## src/core/cellmon_consts.svh

```systemverilog
/*
 Constants of the cell monitor: register byte offsets, field positions,
 reset values and timing counts. Assumes a 100 MHz core_clk.
*/
// Contract
// - Only selected cell channels are converted, stepping from the highest selected down.
// - The per-channel sampling time is programmable from 4.13 us up to 1000.08 us.
// - Each channel may be oversampled up to 32 times and the average is reported.
// - A cell result above the overvoltage or below the undervoltage limit sets a fault bit.
// - Each fault source is enabled or masked on its own; only enabled ones drive the line.
// - A separate comparator bank with its own limits also flags faults onto the line.
// - Each of the eight aux channels has its own limits and flags a fault on reaching one.
// - Sixteen balancing outputs are each controlled independently of the others.
// - A balanced cell has its balancing output high; otherwise the output is low.
// - Every conversion code is 14 bits wide.
// - Up to 16 cell channels are monitored and each may be selected.
// - The fault line is active low: low while an enabled fault is set, high otherwise.
`ifndef CELLMON_CONSTS_SVH
`define CELLMON_CONSTS_SVH

// Register byte offsets
`define OFF_CTRL        8'h00
`define OFF_STATUS      8'h04
`define OFF_CHAN_SEL    8'h08
`define OFF_SAMPLE      8'h0C
`define OFF_AVG         8'h10
`define OFF_CELL_LIM    8'h14
`define OFF_CMP_LIM     8'h18
`define OFF_BALANCE     8'h1C
`define OFF_FLT_CELL    8'h20
`define OFF_FLT_CMP     8'h24
`define OFF_FLT_AUX     8'h28
`define OFF_EN_CELL     8'h2C
`define OFF_EN_CMP      8'h30
`define OFF_EN_AUX      8'h34
`define OFF_AUX_LIM     8'h40
`define OFF_RESULT      8'h80

// Field positions
`define CTRL_START_BIT  0
`define CTRL_CONT_BIT   1
`define LIM_UV_LSB      0
`define LIM_OV_LSB      16
`define AUX_OV_LSB      8

// Reset values and the averaging limit
`define RST_CHAN_SEL    16'hFFFF
`define RST_AVG         3'h0
`define RST_UV          14'h0000
`define RST_OV          14'h3FFF
`define MAX_AVG_LOG2    3'h5

// Timing
`define CLK_NS          10
`define SAMPLE_MIN_NS   4130
`define SAMPLE_MAX_NS   1000080
`define SAMPLE_MIN_CYC  ((`SAMPLE_MIN_NS + `CLK_NS - 1) / `CLK_NS)
`define SAMPLE_MAX_CYC  (`SAMPLE_MAX_NS / `CLK_NS)

`endif

```

## src/core/cellmon_pkg.sv

```systemverilog
/*
 Types shared by the cell monitor files.
 Assumes nothing beyond a SystemVerilog compiler.
*/
package cellmon_pkg;
    typedef logic [13:0] code_t;
    typedef logic [3:0]  chan_t;
    typedef enum logic [1:0]
    {
        ST_IDLE    = 2'b00,
        ST_SETTLE  = 2'b01,
        ST_CONVERT = 2'b10,
        ST_STORE   = 2'b11
    } seq_state_t;
endpackage : cellmon_pkg

```

## src/core/res_mem_if.sv

```systemverilog
/*
 Port bundle between the sequencer and its result memory.
 Assumes one clock shared by both ends.
*/
interface res_mem_if;
    import cellmon_pkg::*;
    logic  wr_en;   // Write strobe
    chan_t wr_addr; // Written channel
    code_t wr_data; // Averaged code
    chan_t rd_addr; // Read channel
    code_t rd_data; // Registered read data
    modport seq (output wr_en, wr_addr, wr_data, rd_addr, input rd_data);
    modport mem (input wr_en, wr_addr, wr_data, rd_addr, output rd_data);
endinterface : res_mem_if

```

## src/core/result_mem.sv

```systemverilog
/*
 Sixteen-word store of averaged cell results, registered read.
 Assumes the sequencer writes one word per finished channel.
*/
module result_mem
    import cellmon_pkg::*;
(
    input wire logic core_clk, // Core clock
    res_mem_if.mem   port      // Write and read ports
);
    code_t mem_r [16];

    // Write and registered read
    always_ff @(posedge core_clk)
    begin
        if (port.wr_en)
        begin
            mem_r[port.wr_addr] <= port.wr_data;
        end
        port.rd_data <= mem_r[port.rd_addr];
    end
endmodule : result_mem

```

## src/core/cell_monitor.sv

```systemverilog
/*
 Cell monitor control: conversion sequencer with averaging, limit faults,
 fault line and balancing outputs, behind a simple register port.
 Assumes the front end answers each conv_start with one conv_done pulse.
*/
`include "cellmon_consts.svh"
module cell_monitor #(
    parameter int unsigned SAMPLE_MAX_CYC = `SAMPLE_MAX_CYC
) (
    input  wire logic                core_clk,      // Core clock
    input  wire logic                reset,         // Async reset, high
    input  wire logic [7:0]          addr,          // Register byte address
    input  wire logic [31:0]         wdata,         // Write data
    input  wire logic                wr_en,         // Write strobe
    input  wire logic                rd_en,         // Read strobe
    output logic      [31:0]         rdata,         // Read data, next cycle
    output logic                     conv_start,    // Start one conversion
    output cellmon_pkg::chan_t       conv_chan,     // Channel being sampled
    input  wire logic                conv_done,     // Conversion finished
    input  wire cellmon_pkg::code_t  conv_code,     // Conversion code
    input  wire logic [15:0]         cmp_uv_hit,    // Comparator bank under
    input  wire logic [15:0]         cmp_ov_hit,    // Comparator bank over
    output cellmon_pkg::code_t       cmp_uv_level,  // Comparator under limit
    output cellmon_pkg::code_t       cmp_ov_level,  // Comparator over limit
    input  wire logic                aux_valid,     // Aux sample valid
    input  wire logic [2:0]          aux_chan,      // Aux channel
    input  wire cellmon_pkg::code_t  aux_code,      // Aux code
    output logic [15:0]              balance_drive, // Shunt switch drives
    output logic                     fault_n,       // Fault line, low active
    output logic                     busy           // Sequence running
);
    import cellmon_pkg::*;

    // Highest set bit of a channel mask
    function automatic chan_t top_chan(input logic [15:0] m);
        chan_t idx;
        idx = 4'h0;
        for (int i = 0; i < 16; i++)
        begin
            if (m[i]) idx = 4'(i);
        end
        return idx;
    endfunction : top_chan

    // One-hot mask of a channel
    function automatic logic [15:0] chan_bit(input chan_t c);
        return 16'h0001 << c;
    endfunction : chan_bit

    // Write-one-to-clear with set winning
    function automatic logic [31:0] sticky(input logic [31:0] cur,
                                           input logic [31:0] clr,
                                           input logic [31:0] set);
        return (cur & ~clr) | set;
    endfunction : sticky

    // Sampling time held inside the documented span
    function automatic logic [16:0] fit_samp(input logic [16:0] v,
                                             input logic [16:0] lo,
                                             input logic [16:0] hi);
        return (v < lo) ? lo : (v > hi) ? hi : v;
    endfunction : fit_samp

    seq_state_t  state_r;
    chan_t       chan_r;
    logic [15:0] remain_r;
    logic [16:0] cnt_r;
    logic [18:0] acc_r;
    logic [5:0]  nsamp_r;
    logic        cont_r;
    logic [15:0] chan_sel_r;
    logic [16:0] samp_r;
    logic [2:0]  avg_r;
    code_t       cell_uv_r;
    code_t       cell_ov_r;
    logic [31:0] cell_flt_r;
    logic [31:0] cmp_flt_r;
    logic [15:0] aux_flt_r;
    logic [31:0] cell_en_r;
    logic [31:0] cmp_en_r;
    logic [15:0] aux_en_r;
    code_t       aux_uv_r [8];
    code_t       aux_ov_r [8];
    logic [31:0] rdata_r;
    logic        rd_mem_r;

    res_mem_if mem_bus ();

    result_mem u_mem (
        .core_clk (core_clk),
        .port     (mem_bus.mem)
    );

    // Register write decode
    wire         wr_ctrl   = wr_en && addr == `OFF_CTRL;
    wire         start_go  = wr_ctrl && wdata[`CTRL_START_BIT];
    wire [31:0]  cell_clr  = (wr_en && addr == `OFF_FLT_CELL) ? wdata : 32'h0;
    wire [31:0]  cmp_clr   = (wr_en && addr == `OFF_FLT_CMP) ? wdata : 32'h0;
    wire [15:0]  aux_clr   = (wr_en && addr == `OFF_FLT_AUX) ? wdata[15:0] : 16'h0;
    wire         aux_wr    = wr_en && addr[7:5] == 3'h2;
    wire [2:0]   aux_widx  = addr[4:2];

    // Sampling time held inside the documented span
    wire [16:0]  samp_min  = 17'(`SAMPLE_MIN_CYC);
    wire [16:0]  samp_max  = 17'(SAMPLE_MAX_CYC);
    wire [16:0]  samp_cyc  = fit_samp(samp_r, samp_min, samp_max);
    wire [16:0]  samp_wr   = fit_samp(wdata[16:0], samp_min, samp_max);
    wire [5:0]   avg_n     = 6'h01 << avg_r;
    wire         settled   = cnt_r == samp_cyc - 17'h00001;
    wire         last_samp = nsamp_r + 6'h01 == avg_n;
    wire code_t  avg_code  = 14'(acc_r >> avg_r);
    wire [15:0]  rem_next  = remain_r & ~chan_bit(chan_r);
    wire         storing   = state_r == ST_STORE;

    // Limit checks on the stored average and on aux samples
    wire [15:0]  cell_uv_set = (storing && avg_code < cell_uv_r) ? chan_bit(chan_r) : 16'h0;
    wire [15:0]  cell_ov_set = (storing && avg_code > cell_ov_r) ? chan_bit(chan_r) : 16'h0;
    wire [7:0]   aux_onehot  = 8'h01 << aux_chan;
    wire [7:0]   aux_uv_set  = (aux_valid && aux_code <= aux_uv_r[aux_chan]) ?
                               aux_onehot : 8'h00;
    wire [7:0]   aux_ov_set  = (aux_valid && aux_code >= aux_ov_r[aux_chan]) ?
                               aux_onehot : 8'h00;
    wire [31:0]  cell_flt_nxt = sticky(cell_flt_r, cell_clr,
                                       {cell_ov_set, cell_uv_set});
    wire [31:0]  cmp_flt_nxt  = sticky(cmp_flt_r, cmp_clr,
                                       {cmp_ov_hit, cmp_uv_hit});
    wire [31:0]  aux_flt_nxt  = sticky({16'h0, aux_flt_r}, {16'h0, aux_clr},
                                       {16'h0, aux_ov_set, aux_uv_set});
    wire         fault_any = |(cell_flt_r & cell_en_r) | |(cmp_flt_r & cmp_en_r) |
                             |(aux_flt_r & aux_en_r);

    // Result memory hookup
    assign mem_bus.wr_en   = storing;
    assign mem_bus.wr_addr = chan_r;
    assign mem_bus.wr_data = avg_code;
    assign mem_bus.rd_addr = addr[5:2];
    assign rdata           = rd_mem_r ? {18'h0, mem_bus.rd_data} : rdata_r;

    // Read data selection
    logic [31:0] rd_mux;
    always_comb
    begin
        rd_mux = 32'h0;
        case (addr)
            `OFF_CTRL:     rd_mux = {30'h0, cont_r, 1'b0};
            `OFF_STATUS:   rd_mux = {16'h0, remain_r[11:0], chan_r} | {busy, 31'h0};
            `OFF_CHAN_SEL: rd_mux = {16'h0, chan_sel_r};
            `OFF_SAMPLE:   rd_mux = {15'h0, samp_r};
            `OFF_AVG:      rd_mux = {29'h0, avg_r};
            `OFF_CELL_LIM: rd_mux = {2'h0, cell_ov_r, 2'h0, cell_uv_r};
            `OFF_CMP_LIM:  rd_mux = {2'h0, cmp_ov_level, 2'h0, cmp_uv_level};
            `OFF_BALANCE:  rd_mux = {16'h0, balance_drive};
            `OFF_FLT_CELL: rd_mux = cell_flt_r;
            `OFF_FLT_CMP:  rd_mux = cmp_flt_r;
            `OFF_FLT_AUX:  rd_mux = {16'h0, aux_flt_r};
            `OFF_EN_CELL:  rd_mux = cell_en_r;
            `OFF_EN_CMP:   rd_mux = cmp_en_r;
            `OFF_EN_AUX:   rd_mux = {16'h0, aux_en_r};
            default:
            begin
                if (addr[7:5] == 3'h2)
                    rd_mux = {2'h0, aux_ov_r[aux_widx], 2'h0, aux_uv_r[aux_widx]};
            end
        endcase
    end

    // Register bus and configuration
    always_ff @(posedge core_clk or posedge reset)
    begin
        if (reset)
        begin
            rdata_r <= 32'h0; rd_mem_r <= 1'b0; cont_r <= 1'b0;
            chan_sel_r <= `RST_CHAN_SEL; samp_r <= 17'(`SAMPLE_MIN_CYC);
            avg_r <= `RST_AVG; cell_uv_r <= `RST_UV; cell_ov_r <= `RST_OV;
            cmp_uv_level <= `RST_UV; cmp_ov_level <= `RST_OV; balance_drive <= 16'h0;
            cell_en_r <= 32'h0; cmp_en_r <= 32'h0; aux_en_r <= 16'h0;
            for (int i = 0; i < 8; i++)
            begin
                aux_uv_r[i] <= `RST_UV;
                aux_ov_r[i] <= `RST_OV;
            end
        end
        else
        begin
            rdata_r  <= rd_en ? rd_mux : 32'h0;
            rd_mem_r <= rd_en && addr[7:6] == 2'h2;
            if (wr_ctrl) cont_r <= wdata[`CTRL_CONT_BIT];
            if (wr_en && addr == `OFF_CHAN_SEL) chan_sel_r <= wdata[15:0];
            if (wr_en && addr == `OFF_SAMPLE) samp_r <= samp_wr;
            if (wr_en && addr == `OFF_AVG)
                avg_r <= (wdata[2:0] > `MAX_AVG_LOG2) ? `MAX_AVG_LOG2 : wdata[2:0];
            if (wr_en && addr == `OFF_CELL_LIM)
            begin
                cell_uv_r <= wdata[`LIM_UV_LSB +: 14];
                cell_ov_r <= wdata[`LIM_OV_LSB +: 14];
            end
            if (wr_en && addr == `OFF_CMP_LIM)
            begin
                cmp_uv_level <= wdata[`LIM_UV_LSB +: 14];
                cmp_ov_level <= wdata[`LIM_OV_LSB +: 14];
            end
            if (wr_en && addr == `OFF_BALANCE) balance_drive <= wdata[15:0];
            if (wr_en && addr == `OFF_EN_CELL) cell_en_r <= wdata;
            if (wr_en && addr == `OFF_EN_CMP) cmp_en_r <= wdata;
            if (wr_en && addr == `OFF_EN_AUX) aux_en_r <= wdata[15:0];
            if (aux_wr)
            begin
                aux_uv_r[aux_widx] <= wdata[`LIM_UV_LSB +: 14];
                aux_ov_r[aux_widx] <= wdata[`LIM_OV_LSB +: 14];
            end
        end
    end

    // Sticky fault bits and fault line
    always_ff @(posedge core_clk or posedge reset)
    begin
        if (reset)
        begin
            cell_flt_r <= 32'h0; cmp_flt_r <= 32'h0; aux_flt_r <= 16'h0;
            fault_n <= 1'b1;
        end
        else
        begin
            cell_flt_r <= cell_flt_nxt;
            cmp_flt_r  <= cmp_flt_nxt;
            aux_flt_r  <= aux_flt_nxt[15:0];
            fault_n    <= ~fault_any;
        end
    end

    // Conversion sequencer, highest selected channel first
    always_ff @(posedge core_clk or posedge reset)
    begin
        if (reset)
        begin
            state_r <= ST_IDLE; chan_r <= 4'h0; remain_r <= 16'h0; cnt_r <= 17'h0;
            acc_r <= 19'h0; nsamp_r <= 6'h0; conv_start <= 1'b0; busy <= 1'b0;
        end
        else
        begin
            conv_start <= 1'b0;
            case (state_r)
                ST_IDLE:
                begin
                    if (start_go && chan_sel_r != 16'h0)
                    begin
                        remain_r <= chan_sel_r;
                        chan_r <= top_chan(chan_sel_r);
                        cnt_r <= 17'h0; acc_r <= 19'h0; nsamp_r <= 6'h0;
                        busy <= 1'b1; state_r <= ST_SETTLE;
                    end
                end
                ST_SETTLE:
                begin
                    cnt_r <= cnt_r + 17'h00001;
                    if (settled)
                    begin
                        conv_start <= 1'b1;
                        state_r <= ST_CONVERT;
                    end
                end
                ST_CONVERT:
                begin
                    if (conv_done)
                    begin
                        acc_r <= acc_r + {5'h00, conv_code};
                        nsamp_r <= nsamp_r + 6'h01;
                        cnt_r <= 17'h0;
                        state_r <= last_samp ? ST_STORE : ST_SETTLE;
                    end
                end
                ST_STORE:
                begin
                    acc_r <= 19'h0; nsamp_r <= 6'h0; cnt_r <= 17'h0;
                    if (rem_next != 16'h0)
                    begin
                        remain_r <= rem_next;
                        chan_r <= top_chan(rem_next);
                        state_r <= ST_SETTLE;
                    end
                    else if (cont_r && chan_sel_r != 16'h0)
                    begin
                        remain_r <= chan_sel_r;
                        chan_r <= top_chan(chan_sel_r);
                        state_r <= ST_SETTLE;
                    end
                    else
                    begin
                        remain_r <= 16'h0; busy <= 1'b0; state_r <= ST_IDLE;
                    end
                end
                default: state_r <= ST_IDLE;
            endcase
        end
    end

    assign conv_chan = chan_r;

    // Checks
    wire [31:0] keep_cell = cell_flt_r & ~cell_clr;
endmodule : cell_monitor

```

## config.mk

```make
export PLATFORM = sky130hd
export DESIGN_NAME = cell_monitor
export DESIGN_NICKNAME = d
export VERILOG_FILES = /design/src/core/cellmon_pkg.sv /design/src/core/res_mem_if.sv /design/src/core/result_mem.sv /design/src/core/cell_monitor.sv
export VERILOG_INCLUDE_DIRS = /design/src /design/src/core
export SDC_FILE = /design/constraint.sdc
export NUM_CORES = 2
export LEC_CHECK = 0
export CORE_ASPECT_RATIO = 1.1
export CORE_MARGIN = 2
export CORE_UTILIZATION = 47
export CTS_CLUSTER_SIZE = 28
export DETAILED_ROUTE_END_ITERATION = 8
export DONT_BUFFER_PORTS = 1
export SYNTH_ARGS = -nofsm -noshare
export SYNTH_HDL_FRONTEND = slang
export SYNTH_HIERARCHICAL = 1
export SYNTH_SLANG_ARGS = --single-unit
```

## constraint.sdc

```tcl
create_clock -name core_clk -period 29 [get_ports core_clk]
set_input_delay 1.45 -clock core_clk [delete_from_list [all_inputs] [get_ports core_clk]]
set_output_delay 1.45 -clock core_clk [all_outputs]
set_load 0.02 [all_outputs]
```

==> qor.yml <==
drtAntennaViolNets: 0
leakage_nw: 18.3
syn_nets: 3372
rsz0062_at_grt: "false"
grt_pass1_vias: 28941
antenna_found_initial: 17
finalInstanceArea_um2: 45500
synthSimpleGateAreaFrac_pct: 7.58
max_clock_freq_ghz: 0.194
utilization_pct: 52.0
insertion_delay_ps: 670
area_growth_pct: 10.1
p_int_w: 0.00228
setup_viol: 0
io_pins: 192
hold_viol_final: 0
start_util_pct: 47.3
reg2reg_slack_ps: 23850
synth_xor_area_share_pct: 0.889
die_x_um: 287
synthAdderAreaFrac_pct: 2.38
p_seq_share_pct: 45.5
synth_cell_types: 82
status: "finished clean"
hold_class: "reg -> reg"
htreeDepth: 3
rows: 114
crit_fanout: 12
p_total_w: 0.00325
wirelength_um: 142000
nets: 3300
gr-total-overflow: 0
grt_pass1_wl_um: 205000
cts_sinks: 831
via_per_inst: 6.58
wl_per_cell_um: 32.6
syn_area_per_cell_um2: 13.0
synthCells: 3185
drcViolationCount: 0
p_sw_w: 0.000969
switching_share_pct: 29.8
cp.required_ps: 29510
synth_top_family_by_area: "multiplexers"
critical_path.endpoint_type: "register"
netlist.area_leader.share_pct: 26.0
critPathKind: "reg -> reg"
worstPathArrival_ps: 5660
cts_buffer_depth: 3
fillers: 7406
start_kind: "register"
cts_root_buf: "clkbuf_16"
p_comb_share_pct: 18.4
place_area_um2: 42500
die_area_um2: 90500
finalCritPeriodShare_pct: 17.8
synth_top_area_cell: "dfrtp_1"
tritoncts: "done"
postCtsSetupBuffers: 0
ys_ff_latch: 831
pwr-share-clk_pct: 36.2
ys_seq_area_share_pct: 53.3
cts-resized-gates: 0
cts_buffers: 89
via_count: 28645
portBuffers: 0
drtIter0Drc: 2894
firstDrtPassIters: 5
layout-drive-gt1-share_pct: 31.4
fin_skew_ps: 29.1
drv_cap: 0
coreArea_um2: 87600
yosys-top-cells-area: "dfrtp_1, edfxtp_1, mux2_2"
multi_input_area_um2: 18300
p_per_area_nw_per_um2: 71.4
tns_ps: 0
grt_use_total_pct: 31.3
grt_max_degree: 174
ctsHoldBuffers: 0
async_reset_ff_share_pct: 71.4
cts.clk_slew.worst_paths_ps: 60
synth-main-ff-cell: "dfrtp_1"
seq_area_um2: 22100
synth_edf_count: 224
yosysWarnings: 6
synth_compound_area_share_pct: 11.0
timing.final.max_slew_violations: 0
synth_area_um2: 41400
irDropWorstVdd_mv: 0.0545
tightest_slew_ps: 1300
dp_hpwl_um: 98200
synth.area.mux_share_pct: 22.2
fin_crit_ps: 5150
gp_congestion: 0.942
die_height_um: 315
max_slew_margin_pct: 13.3
[kinds of logic after synthesis]
kind of cell / Yosys count
XOR/XNOR: 42
AO/OA/AOI/OAI: 636
buffers and inverters: 282
adder cells (fa/ha/maj): 78
multiplexers: 655
AND/OR/NAND/NOR: 661
flip-flops: 831
[layout make-up]
cell class / instances / area share [%]
flip-flops and latches: 831 / 48.4
multi-input cells: 2072 / 40.3
clock buffers: 118 / 5.53
well taps: 1160 / 3.19
clock inverters: 49 / 1.10
repair buffers: 57 / 0.967
inverters: 62 / 0.527
diodes: 3 / 0.0165
[cells in the final DEF, fill, tap and decap left out, types with 26 or more instances in the layout]
cell type / count
inv_1: 59
buf_4: 56
nand4_1: 34
dfstp_2: 163
clkbuf_16: 91
a221oi_1: 31
edfxtp_1: 224
a22oi_1: 161
nand3_1: 57
mux2i_1: 72
ha_1: 77
nand2_1: 279
a21oi_1: 53
o21ai_0: 115
o22ai_1: 26
a22o_1: 56
mux4_2: 170
dfrtp_1: 429
mux2_2: 412
a21o_1: 56
nor2_1: 94
nor2b_1: 27
[power groups by stage]
stage               sequential (W)  clock [W]  combinational, W
floorplan                  0.00143          0          0.000450
global placement           0.00149          0          0.000578
detailed placement         0.00150          0          0.000595
CTS                        0.00147    0.00119          0.000597
global route               0.00149    0.00124          0.000652
finish                     0.00148    0.00118          0.000598
[worst max-delay path, stage by stage (launching register included)]
cell and delay (ps):
dfrtp_1 700, a21oi_1 170, a21o_1 330, a21boi_1 630, nor2_1 130, nand2_1 110
ha_1 200, or3b_2 510, a2111o_1 500, or4_1 440, xnor2_1 140, a31oi_1 160
o2111ai_1 180, a2111oi_4 470, mux2i_1 240, o211ai_1 110
[Yosys cell counts, types with 9 or more instances]
library cell / instances
inv_1: 60
o21a_1: 15
or4_1: 10
a22o_1: 56
mux2_2: 412
ha_1: 77
dfstp_2: 163
o31ai_1: 15
clkbuf_1: 165
nand2_1: 280
a221oi_1: 31
mux4_2: 170
dfrtp_1: 430
a21o_1: 56
and3_1: 13
nor4_1: 16
a21oi_1: 53
buf_2: 9
nand2b_1: 18
buf_1: 39
or2_2: 11
nand4_1: 34
and2_1: 12
edfxtp_1: 224
a31oi_1: 15
a22oi_1: 161
xnor2_1: 23
o22ai_1: 26
xor2_1: 19
nor2b_1: 27
nor2_1: 108
or3_1: 15
nand3_1: 58
mux2i_1: 72
a32o_1: 12
dfxtp_1: 14
o21ai_0: 120
nor3_1: 29
[path summary, 6_finish.rpt]
kind / cells past startpoint / start / end
min in group asynchronous: 1 / reset / aux_uv_r[109]
min reg2reg: 2 / aux_uv_r[59] / aux_uv_r[59]
max in group asynchronous: 3 / reset / rd_mem_r
max reg2reg: 15 / samp_r[6] / state_r[0]
max: 15 / samp_r[6] / state_r[0]
min: 2 / aux_uv_r[59] / aux_uv_r[59]
[routing by layer]
metal  vias to the layer above  global-route usage [%]  part of all wire (%)
met1                     14970                    39.6                    38
li1                      12062                       -                     -
met3                       355                    6.63                   7.7
met5                         -                       0                 0.071
met4                        16                    16.8                   5.9
met2                      1242                    50.4                    48
[registers in the layout, summed over array words and instances (netlist names), 17 cells and up]
signal	count
cmp_flt_r	32
cell_flt_r	32
rdata_r	32
cnt_r	17
acc_r	19
u_mem/mem_r	224
aux_ov_r	112
aux_uv_r	112
cmp_en_r	32
cell_en_r	32
samp_r	17
[stage by stage]
step / instances / hold WS [ps] / setup WS, ps
final: 4352 / 510 / 23850
after global routing: 4350 / 534 / 23490
after CTS: 4349 / 507 / 23900
after detailed placement: 4182 / 490 / 23920
after global placement: 4182 / 475 / 23890
after floorplan: 3185 / 459 / 11220
Power figures use the tool's default switching activity.
